[config.mk]
export PLATFORM = sky130hd
export DESIGN_NAME = jpeg_output_status_regs
export DESIGN_NICKNAME = d
export VERILOG_FILES = /design/src/fill_band.v /design/src/jpeg_output_status_regs.v
export VERILOG_INCLUDE_DIRS = /design/src /design/src/src
export SDC_FILE = /design/constraint.sdc
export NUM_CORES = 1
export LEC_CHECK = 0
export BUFFER_PORTS_ARGS = -buffer_cell sky130_fd_sc_hd__buf_2
export CORE_MARGIN = 8
export CORE_UTILIZATION = 40
export DETAILED_ROUTE_END_ITERATION = 16
export SETUP_SLACK_MARGIN = 0.02
export SLEW_MARGIN = 20
export SYNTH_ARGS = -nofsm -noshare
export SYNTH_HDL_FRONTEND = slang
export SYNTH_SLANG_ARGS = --single-unit
[constraint.sdc]
create_clock -name clk -period 5.8 [get_ports clk]
set_input_delay 0.29 -clock clk [delete_from_list [all_inputs] [get_ports clk]]
set_output_delay 0.29 -clock clk [all_outputs]
set_load 0.01 [all_outputs]
[src/jpeg_output_status_regs.vh]
// Register numbers, field positions and codes of the output status registers
`ifndef JPEG_OUTPUT_STATUS_REGS_VH
`define JPEG_OUTPUT_STATUS_REGS_VH

`define REG_ADDR_W              8
`define REG_OUTPUT_STATUS_WORD  8'h02
`define REG_ENCODED_LENGTH_LOW  8'h03
`define REG_FIFO_FULLNESS       8'h04

`define WM_CLEAR_BIT            4
`define WM_LSB                  4
`define WM_MSB                  5
`define QSET_LSB                6
`define QSET_MSB                7
`define LEN_HI_LSB              8
`define LEN_HI_MSB              15
`define LEN_LO_MSB              15
`define LEN_W                   24
`define LEN_HI_BIT              16

`define BAND_UNDER_QUARTER      2'h0
`define BAND_UNDER_HALF         2'h1
`define BAND_UNDER_3QUARTER     2'h2
`define BAND_3QUARTER_UP        2'h3

`define FULL_EMPTY              3'h0
`define FULL_UNDER_QUARTER      3'h1
`define FULL_UNDER_HALF         3'h3
`define FULL_UNDER_3QUARTER     3'h2
`define FULL_3QUARTER_UP        3'h6

`define QSET_ZERO               2'h0
`define QSET_ONE                2'h1
`define QSET_TWO                2'h2
`define QSET_RESERVED           2'h3

`define WM_RESET                2'h0
`define QSET_RESET              2'h0
`define LEN_RESET               24'h000000
`define LEN_MAX                 24'hffffff
`define FULLNESS_RESET          3'h0
`define RDATA_RESET             16'h0000

`endif

[src/fill_band.v]
// Quarter band of FIFO occupancy
`timescale 1ns/1ps
`include "jpeg_output_status_regs.vh"
module fill_band #(
	parameter LW    = 11,
	parameter DEPTH = 1024
) (
	input  wire [LW-1:0] level,
	output reg  [1:0]    band,
	output wire          empty
);
	localparam [LW+3:0] Q1 = DEPTH;
	localparam [LW+3:0] Q2 = 2 * DEPTH;
	localparam [LW+3:0] Q3 = 3 * DEPTH;
	wire [LW+3:0] level4;

	assign level4 = {2'b00, level, 2'b00};
	assign empty  = (level == {LW{1'b0}});

	always @* begin
		if (level4 < Q1)
			band = `BAND_UNDER_QUARTER;
		else if (level4 < Q2)
			band = `BAND_UNDER_HALF;
		else if (level4 < Q3)
			band = `BAND_UNDER_3QUARTER;
		else
			band = `BAND_3QUARTER_UP;
	end
endmodule

[src/jpeg_output_status_regs.v]
// Status registers of the compressed-image output path
//
// Summary of operation
// Writing a one to bit 4 of the first status register clears the watermark to the current band; its code 11 means at least three quarters full.
// Watermark codes 00, 01 and 10 mean under a quarter, a quarter to under half, and half to under three quarters full.
// Bits 7:6 report the quantization table set in use, 00, 01 or 10, with 11 reserved.
// Bits 15:8 of the first status register hold bits 23:16 of the length count.
// The low length register holds count bits 15:0, forming a 24-bit byte total with the high byte.
// On output FIFO overflow the length count stops and keeps the bytes already sent.
// A three-bit code shows instantaneous occupancy: 000, 001, 011, 010 and 110 by quarter bands.
// The watermark holds the highest band reached since its last clear, while the fullness code follows occupancy.
`timescale 1ns/1ps
`include "jpeg_output_status_regs.vh"
module jpeg_output_status_regs #(
	parameter LW    = 11,
	parameter DEPTH = 1024
) (
	input  wire                   clk,
	input  wire                   reset,
	input  wire [`REG_ADDR_W-1:0] reg_addr,
	input  wire                   reg_write,
	input  wire [15:0]            reg_wdata,
	input  wire                   reg_read,
	output reg  [15:0]            reg_rdata,
	output reg                    reg_rvalid,
	input  wire [LW-1:0]          fifo_level,
	input  wire                   byte_sent,
	input  wire                   fifo_overflow,
	input  wire                   frame_start,
	input  wire [1:0]             quant_table_set_select
);
	wire [1:0]        band;
	wire              empty;
	wire              wm_clear;
	reg  [1:0]        watermark;
	reg  [1:0]        next_watermark;
	reg  [1:0]        qset;
	reg  [`LEN_W-1:0] length_count;
	reg  [`LEN_W-1:0] next_length_count;
	reg               frozen;
	reg               next_frozen;
	reg  [2:0]        fullness;
	reg  [15:0]       next_rdata;

	function [2:0] fullness_code;
		input       is_empty;
		input [1:0] b;
		begin
			if (is_empty)
				fullness_code = `FULL_EMPTY;
			else begin
				case (b)
				`BAND_UNDER_QUARTER:  fullness_code = `FULL_UNDER_QUARTER;
				`BAND_UNDER_HALF:     fullness_code = `FULL_UNDER_HALF;
				`BAND_UNDER_3QUARTER: fullness_code = `FULL_UNDER_3QUARTER;
				default:              fullness_code = `FULL_3QUARTER_UP;
				endcase
			end
		end
	endfunction

	fill_band #(
		.LW    (LW),
		.DEPTH (DEPTH)
	) u_band (
		.level (fifo_level),
		.band  (band),
		.empty (empty)
	);

	assign wm_clear = reg_write &&
		(reg_addr == `REG_OUTPUT_STATUS_WORD) &&
		reg_wdata[`WM_CLEAR_BIT];

	always @* begin
		if (wm_clear)
			next_watermark = band;
		else if (band > watermark)
			next_watermark = band;
		else
			next_watermark = watermark;
	end

	always @* begin
		next_length_count = length_count;
		next_frozen       = frozen;
		if (frame_start) begin
			next_length_count = `LEN_RESET;
			next_frozen       = 1'b0;
		end else begin
			if (byte_sent && !frozen && length_count != `LEN_MAX)
				next_length_count = length_count + 1'b1;
			if (fifo_overflow)
				next_frozen = 1'b1;
		end
	end

	always @* begin
		next_rdata = `RDATA_RESET;
		case (reg_addr)
		`REG_OUTPUT_STATUS_WORD: begin
			next_rdata[`WM_MSB:`WM_LSB]         = watermark;
			next_rdata[`QSET_MSB:`QSET_LSB]     = qset;
			next_rdata[`LEN_HI_MSB:`LEN_HI_LSB] =
				length_count[`LEN_W-1:`LEN_HI_BIT];
		end
		`REG_ENCODED_LENGTH_LOW:
			next_rdata = length_count[`LEN_LO_MSB:0];
		`REG_FIFO_FULLNESS:
			next_rdata[2:0] = fullness;
		default:
			next_rdata = `RDATA_RESET;
		endcase
	end

	always @(posedge clk) begin
		if (reset) begin
			watermark    <= `WM_RESET;
			qset         <= `QSET_RESET;
			length_count <= `LEN_RESET;
			frozen       <= 1'b0;
			fullness     <= `FULLNESS_RESET;
			reg_rdata    <= `RDATA_RESET;
			reg_rvalid   <= 1'b0;
		end else begin
			watermark    <= next_watermark;
			qset         <= quant_table_set_select;
			length_count <= next_length_count;
			frozen       <= next_frozen;
			fullness     <= fullness_code(empty, band);
			reg_rvalid   <= reg_read;
			if (reg_read)
				reg_rdata <= next_rdata;
		end
	end
endmodule

[Yosys cells after proc, flatten, opt, wreduce, memory -nomap -nowiden]
Index checks and enable logic that the tools add are counted.
Storage, ports and cells
  bits in registers: 49
  bits of input ports: 44
  output and inout port bits: 17
  word-level logic and storage cells: 37
Operators by class
  equality and inequality tests: 6
  $add $sub $neg: 1
  magnitude comparators: 4
  reduce and logical (&&, ||, !) cells: 10
  multiplexer cells: 9
Operator list (number)
  $lt 13x12->1 const B: 2
  $add 24x1->24 const B: 1
  $ne 24x24->1 const B: 1
  $pmux 12 s2: 1
  $eq 8x2->1 const B: 2
  $lt 13x11->1 const B: 1
  $logic_not 11->1: 1
  $pmux 3 s3: 1
  $eq 8x3->1 const B: 1
  $mux 2: 4
  $pmux 3 s2: 1
  $logic_and 1x1->1: 4
  $reduce_or 2->1: 2
  $eq 2x1->1 const B: 1
  $eq 2x2->1 const B: 1
  $gt 2x2->1: 1
  $logic_not 2->1: 1
  $mux 1: 2
  $reduce_bool 2->1: 1
  $logic_not 1->1: 1

[Longest topological paths before layout]
Gate-level depths: netlist of run 1.
  depth in word-level cells: 7
  gate-level depth with buffers: 7
  mapped depth without buffers: 7

[Hierarchy]
A second synthesis of run 1 with hierarchy kept.
Unflattened totals
  cell total of the unflattened synthesis: 268
  area total of the unflattened synthesis: 2358.5 sq um
By module, submodules not included
  jpeg_output_status_regs: area each 2322.2 sq um, times used 1, cells an instance 262, sequential area each 980.9 sq um
  fill_band: area each 36.3 sq um, times used 1, cells an instance 6, sequential area each 0.0 sq um

[Worst setup path before layout of run 1]
OpenSTA, ideal clock, no wires.
  kind: register to register
  start point: reg length_count[0]
  end point: reg length_count[14]
  setup slack: 3.877 ns
  period minus slack after synthesis: 1.923 ns
  required time: 5.672 ns
  path buffers: 1
  library setup time: 0.128 ns
  cell stages (with the launch flop): 8
  arrival time: 1.795 ns
  cell sequence: dfxtp_1 -> ha_1 -> and4_1 -> and2_0 -> clkbuf_1 -> a2111oi_0 -> xnor2_1 -> nor2_1
Between the ends
  cells in the longest elaborated chain, start to end: 2
  elaborated cells on any way between the ends: 3
  those cells by class: add/sub: 1; eq/ne: 1; reduce/logical: 1
Ends and longest elaborated chain
  start: declaration: line jpeg_output_status_regs.v:38  | reg [`LEN_W-1:0] length_count;
  start signal: assignment: line jpeg_output_status_regs.v:120  | length_count <= `LEN_RESET;
  start signal: assignment: line jpeg_output_status_regs.v:128  | length_count <= next_length_count;
  parallel branches: the longest is 2 deep, another holds $add 24x1->24
Several ways; the timed one is not identified.
A chain may end at the register's enable or synchronous reset.

[Final worst setup path of run 1]
Same ends and word-level chain as after synthesis.

==> impl_metrics.toml, run 1 <==
[run_status]
status = "complete, no violations"

[critical_path]
startpoint = "length_count[0]"
r2r-start = "length_count[0]"
worstSetupStartpointType = "flip-flop"
end_kind = "flip-flop"
path_class = "reg -> reg"
critPathMaxFanout = 7
critPathArrivalTime_ns = 2.30
r2r_setup_slack_ns = 3.68
cp.required_ns = 5.98

[floorplanning]
start_util = 0.4061
coreArea_um2 = 5781
die_y_um = 92.61
die_area_um2 = 8576
fp.dieW_um = 92.61
ios = 61
core.rowCount = 28

[grt]
grt_overflow = 0
grt_max_degree = 34
grt_pass1_wl_um = 9190
antenna_found_initial = 0
grt_pass1_vias = 1910
track_usage = 0.1312

[synthesis]
synth_seq_cells = 49
synthArstFlopShare = 0
ys.flop_type = "dfxtp_1"
synth_cell_types = 46
synth_top_area_share = 0.4179
postSynthAreaPerCell_um2 = 8.630
yosysTopAreaCell = "dfxtp_1"
ys_top_cells_by_area = "dfxtp_1 42%, nor2_1 6.1%, nand2_1 5.4%, a311oi_1 4.9%, nor4_4 2.7%"
yosysSeqAreaShare = 0.4179
synth_edf_count = 0
syn_inst = 272
synth_warnings = 0
syn_area_um2 = 2347
syn-num-nets = 319

[timing]
tns_ns = 0
maxSlewViolCount = 0
setup_violations = 0
clock_skew_ns = 0.007024
layout_worst_path_cycle_share = 0.3661
final.min_clock_period_ns = 2.123
hold_viol = 0
slew_headroom = 0.4454
fmax_mhz = 471.0
tightest_slew_ns = 0.8258
rsz0062_at_grt = "no"

[run]
maxCapViolCount = 0

[route]
wirelength_um = 5623
first_pass_iters = 4
final_antenna_net_count = 0
first_iter_violations = 75
wire_per_inst_um = 14.61
drc = 0
vias = 2064
vias_per_cell = 5.361

[clock_network]
cts-resized-gates = 0
cts-buffers-inserted = 5
cts_setup_buffers = 0
clkTransAtPathRegs_ns = 0.09
cts.htree.levels = 2
ctsRootBufferMaster = "clkbuf_8"
clockBufferDepth = 2
cts_sinks = 49
ctsHoldBuffers = 0
clk_latency_ns = 0.30
cts_tree = "built"

[worst_hold_path]
min-delay-start = "fifo_overflow"
hold_class = "in -> reg"

[final_layout]
nFillCells = 587
antennaDiodeCount = 0
drive_gt1_frac = 0.2194
area_delta_synth_final_pct = 14.45
stdcell_area_um2 = 2686
layout.nets = 356

[placed_design]
dp_hpwl_um = 4115
portBuffers = 45
gp_congestion = 0.8548
place_area_um2 = 2600

[power_and_ir_drop]
p_leak_uw = 0.0009436
power-per-cell-area_nw_per_um2 = 227.6
ir_drop_v = 0.0001148
-- layout make-up --
| cell class | count | area (um2) | area share |
|---|---|---|---|
| multi-input combinational | 202 | 1277 | 0.4755 |
| sequential | 49 | 980.9 | 0.3652 |
| timing repair buffer | 45 | 225.2 | 0.08384 |
| tap | 75 | 93.84 | 0.03493 |
| clock buffer | 5 | 68.82 | 0.02562 |
| inverter | 6 | 22.52 | 0.008384 |
| clock inverter | 3 | 17.52 | 0.006521 |
-- sequential cells by signal, summed over array words and instances, names as in the netlist --
register and count:
reg_rvalid 1, watermark 2, reg_rdata 16, qset 2, fullness 3, length_count 24
frozen 1
-- worst max-delay path: stages, from the launching register on --
cell,delay [ns]
dfxtp_1,0.37
ha_1,0.27
and4_1,0.27
and2_0,0.31
a2111oi_0,0.56
xnor2_1,0.18
nor2_1,0.05
-- through the flow --
step                setup WS (ns)  hold WS, ns  power (uW)  utilization  std cells
floorplan                   3.877       0.4058       396.6            -        272
global placement            3.368       0.4570       418.4       0.4498        377
detailed placement          3.335       0.4530       420.0       0.4498        377
CTS                         3.661       0.1872       620.9       0.4647        385
global route                3.544       0.2116       640.0       0.4647        385
finish                      3.677       0.1960       611.5       0.4647        385
-- path summary, 6_finish.rpt --
| kind | end | cells after the start |
|---|---|---|
| worst min register to register | reg_rdata[6] | 2 |
| worst min-delay path | frozen | 3 |
| worst max register to register | length_count[14] | 6 |
| worst max-delay path | length_count[14] | 6 |
-- logic make-up after synthesis --
group / after synthesis / share of synthesized area
AO/OA/AOI/OAI: 57 / 0.1759
adder cells (fa/ha/maj): 3 / 0.01599
buffers and inverters: 21 / 0.03784
XOR/XNOR: 12 / 0.04478
AND/OR/NAND/NOR: 129 / 0.3033
multiplexers: 1 / 0.004265
flip-flops: 49 / 0.4179
-- power breakdown --
part / total, uW / internal (uW) / switching [uW]
Clock: 200 / 83.5 / 117
Combinational: 58.3 / 26.8 / 31.5
Sequential: 353 / 347 / 6.09
-- placed cells by master, fill, tap and decap left out, types with 4 or more instances in the layout --
cell	Yosys	final
dfxtp_1	49	49
buf_2	2	45
nor2_1	38	38
nand2_1	34	34
a311oi_1	13	13
a21oi_1	12	12
nand4_1	7	7
o21ai_0	7	7
nand3_1	7	7
a211oi_1	7	7
inv_1	6	6
xor2_1	6	6
xnor2_1	6	6
nor2b_1	5	5
clkbuf_8	0	5
o31ai_1	4	4
or4_1	4	4
or3_1	4	4
nor3_1	4	4
-- synthesized netlist by cell type, drive strengths merged (7+ instances only) --
library cell and count:
dfxtp 49, nor2 38, nand2 34, a311oi 13
a21oi 12, clkbuf 12, o21ai 10, nand4 9
nand3 8, a211oi 7
-- layer usage --
metal,vias to the layer above,track usage,wire length [um]
li1,1064,-,-
met1,954,0.1794,2745
met2,39,0.1943,2436
met3,7,0.03479,347
met4,0,0.04430,93
met5,-,0,0
No activity file was read; power rests on OpenSTA's default activity.
==> inputs of run 2 (changes only) <==
--- a/config.mk
+++ b/config.mk
@@ -10,6 +10,7 @@
 export CORE_MARGIN = 8
 export CORE_UTILIZATION = 40
 export DETAILED_ROUTE_END_ITERATION = 16
+export PLACE_DENSITY = 0.66
 export SETUP_SLACK_MARGIN = 0.02
 export SLEW_MARGIN = 20
 export SYNTH_ARGS = -nofsm -noshare
==> constraint.sdc (replaced) <==
create_clock -name clk -period 1.9 [get_ports clk]
set_input_delay 0.095 -clock clk [delete_from_list [all_inputs] [get_ports clk]]
set_output_delay 0.095 -clock clk [all_outputs]
set_load 0.01 [all_outputs]
==> impl_metrics.toml, run 2 (synthesized netlist as in run 1, its figures left out) <==
[timing]
timing.hold.ws_ns = 0.001296
slew_headroom = 0.6522
fmax_mhz = 555.4
final.min_clock_period_ns = 1.801
hold_viol = 0
layout_worst_path_cycle_share = 0.9477
setup_violations = 0
tns_ns = 0
rsz0062_at_grt = "no"
maxSlewViolCount = 0
clock_skew_ns = 0.01034
tightest_slew_ns = 0.5218

[final_layout]
largest_reg_flops = 24
post-route-util = 0.5139
final_common_cell = "buf_2"
antennaDiodeCount = 0
reg_top3 = "length_count x24, reg_rdata x16, fullness x3"
area_delta_synth_final_pct = 26.55
layout.nets = 388
max_flop_register = "length_count"
fin_cells = 417
mostFrequentLayoutCells = "45 x buf_2, 43 x dfxtp_1, 38 x nor2_1"
drive_gt1_frac = 0.3099

[route]
final_antenna_net_count = 0
drc = 0
vias_per_cell = 5.276
vias = 2200
wirelength_um = 5783
wire_per_inst_um = 13.87
first_iter_violations = 122
first_pass_iters = 4

[run]
maxCapViolCount = 0

[critical_path]
end_kind = "flip-flop"
path_class = "reg -> reg"
r2r_setup_slack_ns = 0.1
worstSetupStartpointType = "flip-flop"
critPathMaxFanout = 7
cp.required_ns = 2.14
critPathArrivalTime_ns = 2.04

[clock_network]
clockBufferDepth = 2
cts_tree = "built"
cts-buffers-inserted = 5
cts.htree.levels = 2
clkTransAtPathRegs_ns = 0.10
cts_sinks = 49
cts_setup_buffers = 0
ctsRootBufferMaster = "clkbuf_8"
clk_latency_ns = 0.31

[floorplanning]
die_area_um2 = 8576
die_y_um = 92.61
core.rowCount = 28
start_util = 0.4061
coreArea_um2 = 5781
ios = 61
fp.dieW_um = 92.61

[grt]
grt_pass1_vias = 2033
grt_max_degree = 34
antenna_found_initial = 0
track_usage = 0.1374
grt_pass1_wl_um = 9735
grt_overflow = 0

[power_and_ir_drop]
power_frac_seq = 0.563
p_sw_uw = 495.5
pwr-share-clk = 0.340
p_leak_uw = 0.001115
combPwrFrac = 0.097
sw_frac_of_total = 0.2593
ir_drop_v = 0.0002985
power-per-cell-area_nw_per_um2 = 643.4
p_int_uw = 1416

[placed_design]
portBuffers = 45
placed_cells_incl_taps = 407
dp_hpwl_um = 4418
gp_congestion = 0.7892

[run_status]
status = "complete, no violations"

[worst_hold_path]
hold_class = "in -> reg"
==> run 2: power groups by stage <==
stage | sequential (uW) | combinational, uW | clock [uW]
after CTS | 1080 | 187 | 667
after global placement | 1100 | 178 | 0
after global routing | 1080 | 210 | 713
after floorplan | 1110 | 105 | 0
after detailed placement | 1100 | 183 | 0
final | 1080 | 185 | 650
==> run 2: cell type report <==
cell class	count	area (um2)
tap	75	93.84
clock inverter	3	25.02
timing repair buffer	77	470.5
fill	583	2810
sequential	49	988.4
multi-input combinational	202	1301
clock buffer	5	68.82
inverter	6	22.52
==> run 2: critical path: stages, from the launching register on <==
cell and delay, ns:
dfxtp_2 0.35, ha_1 0.19, and4_4 0.20, nand4_1 0.10
buf_4 0.14, o21ai_4 0.08, or4_1 0.52, a21oi_1 0.14
==> run 2: metrics by stage <==
| stage | total power [uW] | instance area [um2] | worst slack, ns |
|---|---|---|---|
| floorplan | 1211 | 2354 | 0.07311 |
| global placement | 1277 | 2831 | 0.1010 |
| detailed placement | 1283 | 2831 | 0.07657 |
| CTS | 1930 | 2945 | 0.04479 |
| global route | 2003 | 2970 | 0.02083 |
| finish | 1911 | 2970 | 0.09940 |
==> run 2: repair_timing <==
item	4_1_cts	5_1_grt
hold buffers	2	0
resized for setup	0	9
hold endpoints to repair	2	0
endpoints found under the setup margin	0	8
==> run 2: worst paths after layout <==
check                             from               end  depth (start not counted)
max                    length_count[1]  length_count[20]                          7
min          quant_table_set_select[1]           qset[1]                          2
max reg2reg            length_count[1]  length_count[20]                          7
min reg2reg                    qset[1]      reg_rdata[7]                          2
==> run 2: metal layers <==
metal | wire length [um] | track usage | vias up | part of all wire
met4 | 47 | 0.03624 | 0 | 0.0081
met5 | 0 | 0 | - | 0
met3 | 350 | 0.03641 | 4 | 0.061
li1 | - | - | 1117 | -
met1 | 2768 | 0.1842 | 1035 | 0.48
met2 | 2617 | 0.2128 | 44 | 0.45
==> inputs of run 3 (changes only) <==
==> constraint.sdc (replaced) <==
create_clock -name clk -period 1.9 [get_ports clk]
set_input_delay 0.285 -clock clk [delete_from_list [all_inputs] [get_ports clk]]
set_output_delay 0.285 -clock clk [all_outputs]
set_load 0.01 [all_outputs]
==> impl_metrics.toml, run 3 (synthesized netlist as in run 1, its figures left out) <==
[timing]
setup_violations = 0
fmax_mhz = 558.2
slew_headroom = 0.6624
final.min_clock_period_ns = 1.792
maxSlewViolCount = 0
layout_worst_path_cycle_share = 0.9429
rsz0062_at_grt = "yes"
clock_skew_ns = 0.005976
hold_viol = 0
tightest_slew_ns = 0.5064

[clock_network]
ctsRootBufferMaster = "clkbuf_8"
cts_sinks = 49
cts-resized-gates = 0
cts_tree = "built"
cts_setup_buffers = 0
clockBufferDepth = 2
ctsHoldBuffers = 0
cts.htree.levels = 2
cts-buffers-inserted = 5
clkTransAtPathRegs_ns = 0.09
clk_latency_ns = 0.30

[worst_hold_path]
hold_class = "in -> reg"
min-delay-start = "fifo_overflow"
hold-path-cell-count = 3
min_to = "frozen"

[route]
final_antenna_net_count = 0
first_pass_iters = 4
wirelength_um = 5717
vias = 2166
first_iter_violations = 152
wire_per_inst_um = 13.68
drc = 0
vias_per_cell = 5.182

[placed_design]
dp_hpwl_um = 4429
portBuffers = 45
gp_congestion = 0.7968
place_area_um2 = 2867
placed_cells_incl_taps = 410

[final_layout]
stdcell_area_um2 = 2972
largest_reg_flops = 24
seqCellArea_um2 = 984.7
area_delta_synth_final_pct = 26.60
multiInputGateArea_um2 = 1294
fin_cells = 418
reg_top3 = "length_count x24, reg_rdata x16, fullness x3"
mostFrequentLayoutCells = "46 x dfxtp_1, 45 x buf_2, 38 x nor2_1"
drive_gt1_frac = 0.3090
nFillCells = 566
antennaDiodeCount = 0
layout.nets = 389
max_flop_register = "length_count"
final_common_cell = "dfxtp_1"

[critical_path]
crit_chain = "nand4_4 -> or4_4 -> o21ai_2 -> xor2_1 -> nor2_1"
critPathArrivalTime_ns = 1.98
path_class = "reg -> reg"
reg2reg_to = "length_count[4]"
critPathSlowestCell = "or4_4"
r2r-start = "length_count[12]"
critPathMaxFanout = 7
cp.required_ns = 2.09
end_kind = "flip-flop"
startpoint = "length_count[12]"
worstSetupStartpointType = "flip-flop"
r2r_setup_slack_ns = 0.11
rr_worst_depth = 5
cpPeakStageDelay_ns = 0.60

[floorplanning]
core.rowCount = 28
die_y_um = 92.61
ios = 61
fp.dieW_um = 92.61
die_area_um2 = 8576
start_util = 0.4061
coreArea_um2 = 5781

[run_status]
status = "complete, no violations"

[grt]
grt_pass1_wl_um = 9549
antenna_found_initial = 0
gr-usage-met2 = 0.2110
track_usage = 0.1361
use_met3 = 0.03560
met1_usage = 0.1781
grt_max_degree = 34
busiest_layer = "met2"
grt_overflow = 0
grt_pass1_vias = 1978

[power_and_ir_drop]
p_leak_uw = 0.001124
ir_drop_v = 0.0003301
power-per-cell-area_nw_per_um2 = 632.1

[run]
maxCapViolCount = 0
run 3: cell count changes in the layout (fill, tap and decap cells not counted):
cell,before,now
buf_12,0,1
clkinv_4,0,2
dfxtp_1,43,46
clkinv_2,0,1
dlygate4sd3_1,2,0
inv_6,2,0
dfxtp_2,6,3
nand3_2,0,1
nand3_4,1,0
buf_4,30,32
clkinvlp_4,1,0
run 3: metal layers:
| layer | vias up | routed length [um] | share of wire |
|---|---|---|---|
| met4 | 0 | 95 | 0.017 |
| met2 | 50 | 2552 | 0.45 |
| met5 | - | 0 | 0 |
| li1 | 1122 | - | - |
| met1 | 986 | 2694 | 0.47 |
| met3 | 8 | 374 | 0.065 |
run 3: where the power goes:
group	total, uW	switching, uW	internal [uW]
sequential	1080	16.5	1060
combinational	185	97.6	87.5
clock	618	356	262
run 3: worst max-delay path by stage:
stage	to	slack (ns)
floorplan	length_count[14]	0.07
global placement	reg_rdata[13]	-0.03
detailed placement	reg_rdata[12]	-0.12
CTS	length_count[20]	0.05
global route	length_count[6]	0.01
finish	length_count[4]	0.11
run 3: final cells by class:
type / instances / area share
multi-input combinational: 202 / 0.4354
tap: 75 / 0.03158
clock buffer: 5 / 0.02316
timing repair buffer: 78 / 0.1634
inverter: 6 / 0.007579
clock inverter: 3 / 0.007579
sequential: 49 / 0.3314
run 3: metrics by stage:
stage / setup TNS [ns] / utilization / setup slack, ns / total power (uW) / hold slack [ns]
after global routing: 0 / 0.5141 / 0.01227 / 1955 / 0.2019
final: 0 / 0.5141 / 0.1085 / 1878 / 0.1852
after detailed placement: -0.9298 / 0.4959 / -0.1208 / 1286 / 0.4621
after CTS: 0 / 0.5117 / 0.05341 / 1895 / 0.1847
after floorplan: 0 / - / 0.07311 / 1211 / 0.4008
after global placement: -0.1981 / 0.4959 / -0.03068 / 1281 / 0.4547
run 3: worst max-delay path, delay by kind of cell, from the launching register on:
family / cells / cell delay (ns)
AO/OA/AOI/OAI: 1 / 0.32
XOR/XNOR: 1 / 0.18
flip-flops: 1 / 0.39
AND/OR/NAND/NOR: 3 / 0.79
